==> config.mk <==
export PLATFORM = sky130hd
export DESIGN_NAME = ps_config_loader
export DESIGN_NICKNAME = d
export VERILOG_FILES = /design/src/ps_loader_pkg.sv /design/src/ps_config_loader.sv /design/src/pin_sync.sv
export SDC_FILE = /design/constraint.sdc
export NUM_CORES = 1
export LEC_CHECK = 0
export BUFFER_PORTS_ARGS = -buffer_cell sky130_fd_sc_hd__buf_2
export CORE_UTILIZATION = 55
export CTS_CLUSTER_SIZE = 25
export DETAILED_ROUTE_END_ITERATION = 10
export PLACE_DENSITY = 0.78
export SLEW_MARGIN = 20
export SYNTH_ARGS = -nofsm -noshare
export SYNTH_HDL_FRONTEND = slang
export SYNTH_SLANG_ARGS = --single-unit
==> constraint.sdc <==
create_clock -name clk_sys_i -period 5.1 [get_ports clk_sys_i]
set_input_delay 0.765 -clock clk_sys_i [delete_from_list [all_inputs] [get_ports clk_sys_i]]
set_output_delay 0.765 -clock clk_sys_i [all_outputs]
set_load 0.03 [all_outputs]
==> src/ps_loader_pkg.sv <==
// Constants, register map and types for the passive serial loader.
// Assumes a 25 MHz system clock and a 32-bit plain register port.
package ps_loader_pkg;

   // ----------------------------------------
   // Clock and timing
   // ----------------------------------------
   localparam int unsigned CLK_HZ = 25000000;
   localparam int unsigned POR_LONG_MS = 100;
   localparam int unsigned POR_SHORT_MS = 12;
   localparam int unsigned POR_LONG_CYCLES = (POR_LONG_MS * (CLK_HZ / 1000));
   localparam int unsigned POR_SHORT_CYCLES = (POR_SHORT_MS * (CLK_HZ / 1000));
   localparam int unsigned POR_CNT_W = 22;
   // Internal oscillator tick: one enable per 4 system cycles (OSC_DIV_MAX + 1)
   localparam logic [1:0] OSC_DIV_MAX = 2'h3;
   localparam logic [7:0] INIT_TICKS = 8'h40;

   // ----------------------------------------
   // Register map (byte addresses)
   // ----------------------------------------
   localparam int unsigned ADDR_W = 5;
   localparam logic [4:0] REG_LENGTH = 5'h00;
   localparam logic [4:0] REG_STATUS = 5'h04;
   localparam logic [4:0] REG_IRQ_STAT = 5'h08;
   localparam logic [4:0] REG_IRQ_MASK = 5'h0C;
   localparam logic [4:0] REG_BIT_COUNT = 5'h10;
   localparam logic [4:0] REG_LAST_WORD = 5'h14;

   // Reset values
   localparam logic [31:0] LENGTH_RST = 32'h0000_1000;
   localparam logic [3:0] IRQ_MASK_RST = 4'h0;
   // Leading word expected at the head of every stream
   localparam logic [31:0] PREAMBLE = 32'hA5A5_5A5A;

   // Interrupt bit positions
   localparam int unsigned IRQ_START = 0;
   localparam int unsigned IRQ_LOADED = 1;
   localparam int unsigned IRQ_ERROR = 2;
   localparam int unsigned IRQ_USER = 3;

   // Status register field positions
   localparam int unsigned ST_STATE_LSB = 0;
   localparam int unsigned ST_ERROR = 4;
   localparam int unsigned ST_DONE_LINE = 5;
   localparam int unsigned ST_STATUS_LINE = 6;
   localparam int unsigned ST_CHAIN_OUT_N = 7;

   // Synchroniser lanes
   localparam int unsigned PIN_N = 8;
   localparam int unsigned PIN_REQ = 0;
   localparam int unsigned PIN_STATUS = 1;
   localparam int unsigned PIN_DONE = 2;
   localparam int unsigned PIN_SCLK = 3;
   localparam int unsigned PIN_SDATA = 4;
   localparam int unsigned PIN_CEN_N = 5;
   localparam int unsigned PIN_POR_DELAY_SELECT = 6;
   localparam int unsigned PIN_PULL_N = 7;

   typedef enum logic [2:0] {
      ST_POR,
      ST_RESET,
      ST_CONFIG,
      ST_WAIT_DONE,
      ST_INIT,
      ST_USER,
      ST_ERROR_HOLD
   } load_state_e;

endpackage

==> src/ps_config_loader.sv <==
// Passive serial configuration receiver with power-on delay,
// reset/config/init sequencing, chain enables and a register port.
// Assumes all pins arrive asynchronously; open-drain lines are
// resolved outside from the output enables (low = driving low).
//
// The plain strobed port and the register addresses were decided locally.
`timescale 1ns/1ns

module ps_config_loader #(
   parameter int unsigned POR_LONG_CYCLES = ps_loader_pkg::POR_LONG_CYCLES,
   parameter int unsigned POR_SHORT_CYCLES = ps_loader_pkg::POR_SHORT_CYCLES
) (
   input wire logic clk_sys_i,
   input wire logic rst_b_i,
   // Configuration pins
   input wire logic por_delay_select_i,
   input wire logic io_weak_pull_n_i,
   input wire logic config_request_i,
   input wire logic serial_config_clock_i,
   input wire logic serial_config_in_i,
   input wire logic chain_enable_in_n_i,
   output logic chain_enable_out_n_o,
   input wire logic status_line_i,
   output logic status_line_o,
   output logic status_line_oe_n_o,
   input wire logic load_done_i,
   output logic load_done_o,
   output logic load_done_oe_n_o,
   // Device-side controls
   output logic user_io_hiz_o,
   output logic weak_pull_en_o,
   output logic user_mode_o,
   output logic [31:0] config_word_o,
   output logic config_word_valid_o,
   // Register port
   input wire logic [ps_loader_pkg::ADDR_W-1:0] reg_addr_i,
   input wire logic [31:0] reg_wdata_i,
   input wire logic reg_wr_i,
   input wire logic reg_rd_i,
   output logic [31:0] reg_rdata_o,
   output logic irq_o
);

   // ----------------------------------------
   // State
   // ----------------------------------------
   typedef struct packed {
      ps_loader_pkg::load_state_e state;
      logic [ps_loader_pkg::POR_CNT_W-1:0] por_cnt;
      logic [31:0] bit_cnt;
      logic [31:0] shift;
      logic [4:0] word_bits;
      logic [31:0] word;
      logic word_valid;
      logic preamble_ok;
      logic err;
      logic [1:0] osc_cnt;
      logic [7:0] init_cnt;
      logic sclk_prev;
      logic status_drive_low;
      logic done_release;
      logic chain_out_n;
      logic hiz;
      logic pull_en;
      logic user_mode;
      logic [31:0] length;
      logic [3:0] irq_stat;
      logic [3:0] irq_mask;
      logic irq;
      logic [31:0] rdata;
   } loader_s;

   loader_s q;
   loader_s d;

   logic [ps_loader_pkg::PIN_N-1:0] pins_raw;
   logic [ps_loader_pkg::PIN_N-1:0] pins_s;

   // ----------------------------------------
   // Pin synchronisers
   // ----------------------------------------
   always_comb begin
      pins_raw = '0;
      pins_raw[ps_loader_pkg::PIN_REQ] = config_request_i;
      pins_raw[ps_loader_pkg::PIN_STATUS] = status_line_i;
      pins_raw[ps_loader_pkg::PIN_DONE] = load_done_i;
      pins_raw[ps_loader_pkg::PIN_SCLK] = serial_config_clock_i;
      pins_raw[ps_loader_pkg::PIN_SDATA] = serial_config_in_i;
      pins_raw[ps_loader_pkg::PIN_CEN_N] = chain_enable_in_n_i;
      pins_raw[ps_loader_pkg::PIN_POR_DELAY_SELECT] = por_delay_select_i;
      pins_raw[ps_loader_pkg::PIN_PULL_N] = io_weak_pull_n_i;
   end

   pin_sync #(
      .WIDTH(ps_loader_pkg::PIN_N)
   ) u_pin_sync (
      .clk_sys_i(clk_sys_i),
      .rst_b_i(rst_b_i),
      .pins_i(pins_raw),
      .pins_o(pins_s)
   );

   // ----------------------------------------
   // Next-state logic
   // ----------------------------------------
   logic req_s;
   logic stat_s;
   logic done_s;
   logic sclk_rise;
   logic sdata_s;
   logic cen_n_s;
   logic osc_tick;
   logic [ps_loader_pkg::POR_CNT_W-1:0] por_limit;
   logic [3:0] events;
   logic [3:0] irq_clear;
   logic [31:0] next_shift;
   logic [31:0] status_word;

   // Named views of the synchronised pins
   // Lanes reset low while an idle serial clock sits high, so one
   // false rising edge follows reset; it falls in power-on, unused
   always_comb begin
      req_s = pins_s[ps_loader_pkg::PIN_REQ];
      stat_s = pins_s[ps_loader_pkg::PIN_STATUS];
      done_s = pins_s[ps_loader_pkg::PIN_DONE];
      sdata_s = pins_s[ps_loader_pkg::PIN_SDATA];
      cen_n_s = pins_s[ps_loader_pkg::PIN_CEN_N];
      sclk_rise = pins_s[ps_loader_pkg::PIN_SCLK] & ~q.sclk_prev;
      osc_tick = (q.osc_cnt == ps_loader_pkg::OSC_DIV_MAX);
   end

   // Power-on delay chosen by the delay-select strap
   always_comb begin
      if (pins_s[ps_loader_pkg::PIN_POR_DELAY_SELECT]) begin
         por_limit = ps_loader_pkg::POR_CNT_W'(POR_SHORT_CYCLES - 1);
      end else begin
         por_limit = ps_loader_pkg::POR_CNT_W'(POR_LONG_CYCLES - 1);
      end
   end

   // Status register image
   always_comb begin
      status_word = '0;
      status_word[ps_loader_pkg::ST_STATE_LSB +: 3] = q.state;
      status_word[ps_loader_pkg::ST_ERROR] = q.err;
      status_word[ps_loader_pkg::ST_DONE_LINE] = done_s;
      status_word[ps_loader_pkg::ST_STATUS_LINE] = stat_s;
      status_word[ps_loader_pkg::ST_CHAIN_OUT_N] = q.chain_out_n;
   end

   // Sequencer, shift register, divider, register port
   always_comb begin
      d = q;
      events = '0;
      irq_clear = '0;
      next_shift = {q.shift[30:0], sdata_s};
      d.word_valid = 1'b0;
      d.rdata = '0;
      d.sclk_prev = pins_s[ps_loader_pkg::PIN_SCLK];
      // Internal oscillator stand-in for initialization
      d.osc_cnt = q.osc_cnt + 2'h1;

      case (q.state)
         ps_loader_pkg::ST_POR: begin
            // Held in reset, status low, pins floating
            d.status_drive_low = 1'b1;
            d.hiz = 1'b1;
            d.pull_en = 1'b0;
            if (q.por_cnt >= por_limit) begin
               d.state = ps_loader_pkg::ST_RESET;
            end else begin
               d.por_cnt = q.por_cnt + 1'b1;
            end
         end
         ps_loader_pkg::ST_RESET: begin
            d.hiz = 1'b1;
            d.chain_out_n = 1'b1;
            d.done_release = 1'b0;
            d.bit_cnt = '0;
            d.word_bits = '0;
            d.preamble_ok = 1'b0;
            // Request high lets go of the status line
            d.status_drive_low = ~req_s;
            if (req_s && stat_s) begin
               d.state = ps_loader_pkg::ST_CONFIG;
               d.err = 1'b0;
               events[ps_loader_pkg::IRQ_START] = 1'b1;
            end
         end
         ps_loader_pkg::ST_CONFIG: begin
            if (!req_s || !stat_s) begin
               d.state = ps_loader_pkg::ST_RESET;
            end else if (sclk_rise && !cen_n_s) begin
               // One bit per serial clock rising edge while enabled
               d.shift = next_shift;
               d.bit_cnt = q.bit_cnt + 32'h1;
               d.word_bits = q.word_bits + 5'h01;
               if (q.word_bits == 5'h1F) begin
                  d.word = next_shift;
                  d.word_valid = 1'b1;
                  if (!q.preamble_ok && next_shift != ps_loader_pkg::PREAMBLE) begin
                     d.err = 1'b1;
                     d.status_drive_low = 1'b1;
                     d.state = ps_loader_pkg::ST_ERROR_HOLD;
                     events[ps_loader_pkg::IRQ_ERROR] = 1'b1;
                  end
                  d.preamble_ok = 1'b1;
               end
               // Completion only when the word above raised no error
               if ((q.bit_cnt + 32'h1) == q.length && d.state == ps_loader_pkg::ST_CONFIG) begin
                  d.done_release = 1'b1;
                  d.chain_out_n = 1'b0;
                  d.state = ps_loader_pkg::ST_WAIT_DONE;
                  events[ps_loader_pkg::IRQ_LOADED] = 1'b1;
               end
            end
         end
         ps_loader_pkg::ST_WAIT_DONE: begin
            if (!req_s || !stat_s) begin
               d.state = ps_loader_pkg::ST_RESET;
            end else if (done_s) begin
               // Shared line high: whole chain is loaded
               d.state = ps_loader_pkg::ST_INIT;
               d.init_cnt = '0;
            end
         end
         ps_loader_pkg::ST_INIT: begin
            if (!req_s || !stat_s) begin
               d.state = ps_loader_pkg::ST_RESET;
            end else if (osc_tick) begin
               d.init_cnt = q.init_cnt + 8'h01;
               // Free-running divider: first tick lands 1 to 4 cycles in
               if (q.init_cnt == ps_loader_pkg::INIT_TICKS - 8'h01) begin
                  d.state = ps_loader_pkg::ST_USER;
                  d.hiz = 1'b0;
                  d.user_mode = 1'b1;
                  events[ps_loader_pkg::IRQ_USER] = 1'b1;
               end
            end
         end
         ps_loader_pkg::ST_USER: begin
            // Configured: only a dropped request restarts the device
            if (!req_s) begin
               d.state = ps_loader_pkg::ST_RESET;
               d.hiz = 1'b1;
               d.user_mode = 1'b0;
            end
         end
         ps_loader_pkg::ST_ERROR_HOLD: begin
            // Keep the chain halted until the host drops the request
            d.status_drive_low = 1'b1;
            if (!req_s) begin
               d.state = ps_loader_pkg::ST_RESET;
            end
         end
         default: begin
            d.state = ps_loader_pkg::ST_POR;
         end
      endcase

      // Pull-ups on after power-on until user mode, unless the pull strap disables them
      d.pull_en = (d.state != ps_loader_pkg::ST_POR) && (d.state != ps_loader_pkg::ST_USER)
         && !pins_s[ps_loader_pkg::PIN_PULL_N];

      // Register writes
      // Read-only and unmapped offsets leave state untouched
      if (reg_wr_i) begin
         case (reg_addr_i)
            ps_loader_pkg::REG_LENGTH: d.length = reg_wdata_i;
            ps_loader_pkg::REG_IRQ_STAT: irq_clear = reg_wdata_i[3:0];
            ps_loader_pkg::REG_IRQ_MASK: d.irq_mask = reg_wdata_i[3:0];
            default: d.length = d.length;
         endcase
      end

      // Register reads, data valid the following cycle
      // Reads have no side effects; events clear only by a write
      if (reg_rd_i) begin
         case (reg_addr_i)
            ps_loader_pkg::REG_LENGTH: d.rdata = q.length;
            ps_loader_pkg::REG_STATUS: d.rdata = status_word;
            ps_loader_pkg::REG_IRQ_STAT: d.rdata = {28'h0000000, q.irq_stat};
            ps_loader_pkg::REG_IRQ_MASK: d.rdata = {28'h0000000, q.irq_mask};
            ps_loader_pkg::REG_BIT_COUNT: d.rdata = q.bit_cnt;
            ps_loader_pkg::REG_LAST_WORD: d.rdata = q.word;
            default: d.rdata = '0;
         endcase
      end

      // Sticky events; a new event beats a clear
      d.irq_stat = (q.irq_stat & ~irq_clear) | events;
      d.irq = |(d.irq_stat & d.irq_mask);
   end

   // ----------------------------------------
   // State register
   // ----------------------------------------
   always_ff @(posedge clk_sys_i or negedge rst_b_i) begin
      if (!rst_b_i) begin
         q <= '0;
         q.state <= ps_loader_pkg::ST_POR;
         q.status_drive_low <= 1'b1;
         q.hiz <= 1'b1;
         q.chain_out_n <= 1'b1;
         q.length <= ps_loader_pkg::LENGTH_RST;
         q.irq_mask <= ps_loader_pkg::IRQ_MASK_RST;
      end else begin
         q <= d;
      end
   end

   // ----------------------------------------
   // Outputs, all from flip-flops or constants
   // ----------------------------------------
   assign status_line_o = 1'b0;
   assign status_line_oe_n_o = ~q.status_drive_low;
   assign load_done_o = 1'b0;
   assign load_done_oe_n_o = q.done_release;
   assign chain_enable_out_n_o = q.chain_out_n;
   assign user_io_hiz_o = q.hiz;
   assign weak_pull_en_o = q.pull_en;
   assign user_mode_o = q.user_mode;
   assign config_word_o = q.word;
   assign config_word_valid_o = q.word_valid;
   assign reg_rdata_o = q.rdata;
   assign irq_o = q.irq;

endmodule

==> src/pin_sync.sv <==
// Two-stage synchroniser for a group of asynchronous pins.
// Assumes each lane is an independent level from outside clk_sys_i.
`timescale 1ns/1ns
module pin_sync #(
   parameter int unsigned WIDTH = 8
) (
   input wire logic clk_sys_i,
   input wire logic rst_b_i,
   input wire logic [WIDTH-1:0] pins_i,
   output logic [WIDTH-1:0] pins_o
);

   typedef struct packed {
      logic [WIDTH-1:0] meta;
      logic [WIDTH-1:0] stable;
   } sync_s;

   sync_s q;
   sync_s d;

   // ----------------------------------------
   // Per-lane two flip-flop chain
   // ----------------------------------------
   genvar i;
   generate
      for (i = 0; i < WIDTH; i++) begin : g_lane
         // First stage feeds only the second stage
         always_comb begin
            d.meta[i] = pins_i[i];
            d.stable[i] = q.meta[i];
         end
      end
   endgenerate

   // State register
   always_ff @(posedge clk_sys_i or negedge rst_b_i) begin
      if (!rst_b_i) begin
         q <= '0;
      end else begin
         q <= d;
      end
   end

   assign pins_o = q.stable;

endmodule

-- Word-level counts from Yosys, hierarchy flattened
Cells that the tools add are included.
- register bits: 235
- input port bits: 49
- output and inout port bits: 74
- word-level logic and storage cells: 173
- add/subtract/negate cells: 5
- magnitude comparators: 1
- equality and inequality tests: 30
- multiplexer cells: 66
- bitwise logic cells: 10
- reductions and logical operators: 36
- operator list (operator ; number):
    2-to-1 mux 104 bit ; 2
    one-hot mux 32 bit (6 select lines) ; 1
    one-hot mux 32 bit (2 select lines) ; 1
    2-to-1 mux 3 bit ; 18
    2-to-1 mux 35 bit ; 1
    adder 32 x 1 -> 32 bit (second input constant) ; 1
    == test 32 bit ; 1
    2-to-1 mux 32 bit ; 1
    2-to-1 mux 8 bit ; 4
    != test 32 bit (second input constant) ; 1
    adder 22 x 1 -> 22 bit (second input constant) ; 1
    greater-or-equal comparator 22 bit ; 1
    2-to-1 mux 22 bit ; 1
    != test 2 bit (second input constant) ; 11
    2-to-1 mux 1 bit ; 21
    AND reduction 5 bit ; 4
    one-hot mux 3 bit (6 select lines) ; 1
    2-to-1 mux 4 bit ; 4
    one-hot mux 8 bit (2 select lines) ; 1
    == test 5 bit (second input constant) ; 3
    AND reduction 4 bit ; 3
    == test 5 x 4 -> 1 bit (second input constant) ; 2
    one-hot mux 5 bit (2 select lines) ; 1
    == test 3 x 2 -> 1 bit (second input constant) ; 3
    other kinds (31) ; 60

-- Logic depth before layout (Yosys ltp)
- depth after elaboration: 16
- gate-level depth with buffers: 10
- depth with buffers taken out: 10

-- Modules after synthesis
A second synthesis with hierarchy kept.
- cell total of the unflattened synthesis: 1186
- area total of the unflattened synthesis: 11872.6 sq um
- by module, submodules not included (module ; instances ; cells an instance ; area an instance (sq um) ; sequential area each (sq um)):
    ps_config_loader ; 1 ; 1170 ; 11472.3 ; 5460.2
    pin_sync ; 1 ; 16 ; 400.4 ; 400.4

-- Worst setup path after synthesis
Ideal clock, no wire load.
- path type: register to register
- start: register q[181] (netlist bit)
- end: register q (netlist bit weak_pull_en_o)
- setup time: 0.095 ns
- arrival time: 2.852 ns
- required time: 5.005 ns
- setup slack: 2.153 ns
- cell stages (with the launch flop): 10
- path buffers: 1
- clock period less this slack: 2.947 ns
- cell sequence: dfrtp_1 -> buf_2 -> nand4_1 -> or4_4 -> nor4_1 -> xnor2_1 -> nand2_1 -> or4_1 -> o31a_1 -> o31ai_1
- RTL lines (element ; RTL line ; text):
    start, declared ; ps_config_loader.sv:73 ; loader_s q;

==> results.txt <==
root buffer cell: clkbuf_16
mapped cell area: 11800 um^2
post-synth top area cell: dfrtp_1
RePlAce Congestion: 0.923
vias in the first global route: 8427
CP max FO: 13
Setup Buffers After CTS: 0
Port Buffers: 120
average wire per standard cell: 18.4 um
# diodes: 0
drt total wl: 27500 um
clock skew: 0.0120 ns
WHS: 0.0955 ns
outcome: finished, final reports clean
first-pass GRT wire length: 44400 um
synth top area cells: dfrtp_1 (49%), mux2_2 (6.6%), nand2_1 (4.8%)
Detailed Place HPWL: 18900 um
Max Root-Sink Buffers: 3
final-layout fill cell count: 1709
detailed-route DRC error count: 0
Final Hold Vio Count: 0
max_slew headroom: 31.1%
area of the multi-input gates: 5200 um^2
num ports: 123
Setup crit start kind: register
RSZ-0062 raised after global routing: no
mean post-synth cell area: 10.2 um^2
clock-pin transition on the worst setup and hold timing paths: 0.07 ns
Post-synth EDFFs: 0
power per cell area: 318 nW/um^2
Die Span Y: 149 um
crit share post-route: 70.1%
Reg area: 5860 um^2
library cells used by synthesis: 71
largest net degree at the start of global routing: 138
nets@finish: 1262
Iter 0 DRT Violations: 622
Setup Viol. Count Final: 0
worst-margin pin slew: 1.03 ns
Max Cap Viol: 0
htree depth: 1
leakage power: 6.29 nW
worst setup path class: reg -> reg
reg-to-reg setup timing slack: 1.52 ns
Tot Pwr: 4.13 mW
most common cell after layout, fill and taps aside: dfrtp_1
Overflow after GRT: 0
hold buffer count at CTS: 0
fin crit period: 3.58 ns
Ys Warns: 0
register bit total from synthesis: 234
post-route ant nets: 0
Initial Util: 56.1%
Die Span X: 149 um
Row Count: 53
Async S/R FF share, synth: 100%
Slew Limit Fails: 0
Total Routing Usage GR: 25.4%
die area: 22100 um^2
Synth top area share: 48.6%
element type at the critical path end: register
CTS tree: yes
area grow syn2layout: 9.72%
CTS Buf Count: 25
total number of vias: 8826
most frequent cells in the layout: dfrtp_1 (230), nand2_1 (152), buf_2 (119), nor2_1 (104), mux2_2 (69)
Worst-Skew Late Latency: 0.52 ns
maximum VDD drop: 283 uV
vias per cell: 5.92
initial antenna violation count: 0
Resized Gates After CTS: 0
Hold Path Class: in -> async
WP data arrival: 4.00 ns
Primary FF master, synth: dfrtp_1
Gate Count Post-Synth: 1165
setup tns final: 0 ns
Worst Path Required: 5.53 ns
fmax: 0.280 GHz
sequential share of the synthesized area: 49.5%
drt pass-1 iters: 5
area of the core: 21100 um^2
Clock Sinks: 234
share of layout cells above drive strength 1: 21.7%
==> state kept, by name (all words and copies together) (netlist names) <==
| name | flops |
|---|---|
| q | 116 |
| config_word_o | 32 |
| reg_rdata_o | 32 |
| next_shift | 31 |
| u_pin_sync.d | 8 |
| u_pin_sync.pins_o | 8 |
| chain_enable_out_n_o | 1 |
| config_word_valid_o | 1 |
| irq_o | 1 |
| load_done_oe_n_o | 1 |
| user_io_hiz_o | 1 |
| user_mode_o | 1 |
| weak_pull_en_o | 1 |
==> final timing paths <==
check | to | cells past startpoint | start
hold reg to reg | u_pin_sync.pins_o[5] | 0 | u_pin_sync.d[5]
setup / recovery | q[38] | 8 | q[169]
max in group asynchronous | user_io_hiz_o | 2 | rst_b_i
hold / removal | q[180] | 1 | rst_b_i
setup reg to reg | q[38] | 8 | q[169]
min in group clk_sys_i | u_pin_sync.d[2] | 1 | load_done_i
==> metal layers <==
layer / GRT usage, % / up-vias / share of wire [%]
met2: 40.9 / 345 / 47
li1: - / 4058 / -
met5: 0 / - / 0
met3: 2.85 / 68 / 6.6
met4: 10.4 / 0 / 3.9
met1: 35.2 / 4355 / 42
==> cells in the mapped netlist, drive strengths merged, types with 7 or more instances <==
library cell / count
inv: 20
nand3: 37
nand4: 23
nor4bb: 9
xor2: 21
and4: 9
clkbuf: 40
mux2i: 31
o21ai: 64
o31ai: 11
a22oi: 8
or3: 7
nor2: 105
mux2: 70
nor2b: 11
ha: 14
and2: 10
o41ai: 7
a31oi: 9
a21oi: 50
nor3: 10
nand2: 153
buf: 83
nor4: 11
xnor2: 53
dfrtp: 230
==> through the flow <==
step	area (um^2)	cells	setup slack [ns]	utilization (%)
2_1_floorplan	11800	1166	2.15	-
3_3_place_gp	12200	1446	1.81	57.7
4_1_cts	13000	1491	1.63	61.4
3_5_place_dp	12200	1446	1.69	57.7
6_report	13000	1492	1.52	61.6
5_1_grt	13000	1492	1.31	61.6
==> where the power goes <==
part | switching [mW] | total (mW) | internal [mW]
Clock | 0.744 | 1.79 | 1.04
Combinational | 0.192 | 0.350 | 0.159
Sequential | 0.0735 | 2.00 | 1.93
==> logic make-up after synthesis <==
kind of cell	Yosys count	share of synthesized area, %
xor gates and xnor gates	74	5.48
other	1	0.0317
buffers and inverters	143	6.71
adders and majority gates	14	1.48
and+or+nand+nor	412	17.4
DFF	234	49.5
muxes	105	10.0
AOI/OAI and AO/OA	182	9.38
==> layout make-up <==
type | instances | area share (%)
clock inverter | 8 | 0.800
inverter | 20 | 0.578
clock buffer | 37 | 5.32
multi-input combinational | 789 | 40.0
sequential | 234 | 45.1
timing repair buffer | 129 | 5.47
tap | 275 | 2.65
==> critical path, cell delays in order, from the launching register on <==
cell and delay (ns):
dfrtp_1 0.59, nand4_4 0.28, nor4_2 0.72, nand4_1 0.27, xnor2_1 0.19, nor3_1 0.34
o2111ai_1 0.33, or4b_1 0.61, o21ai_1 0.15
Power figures use the tool's default switching activity.
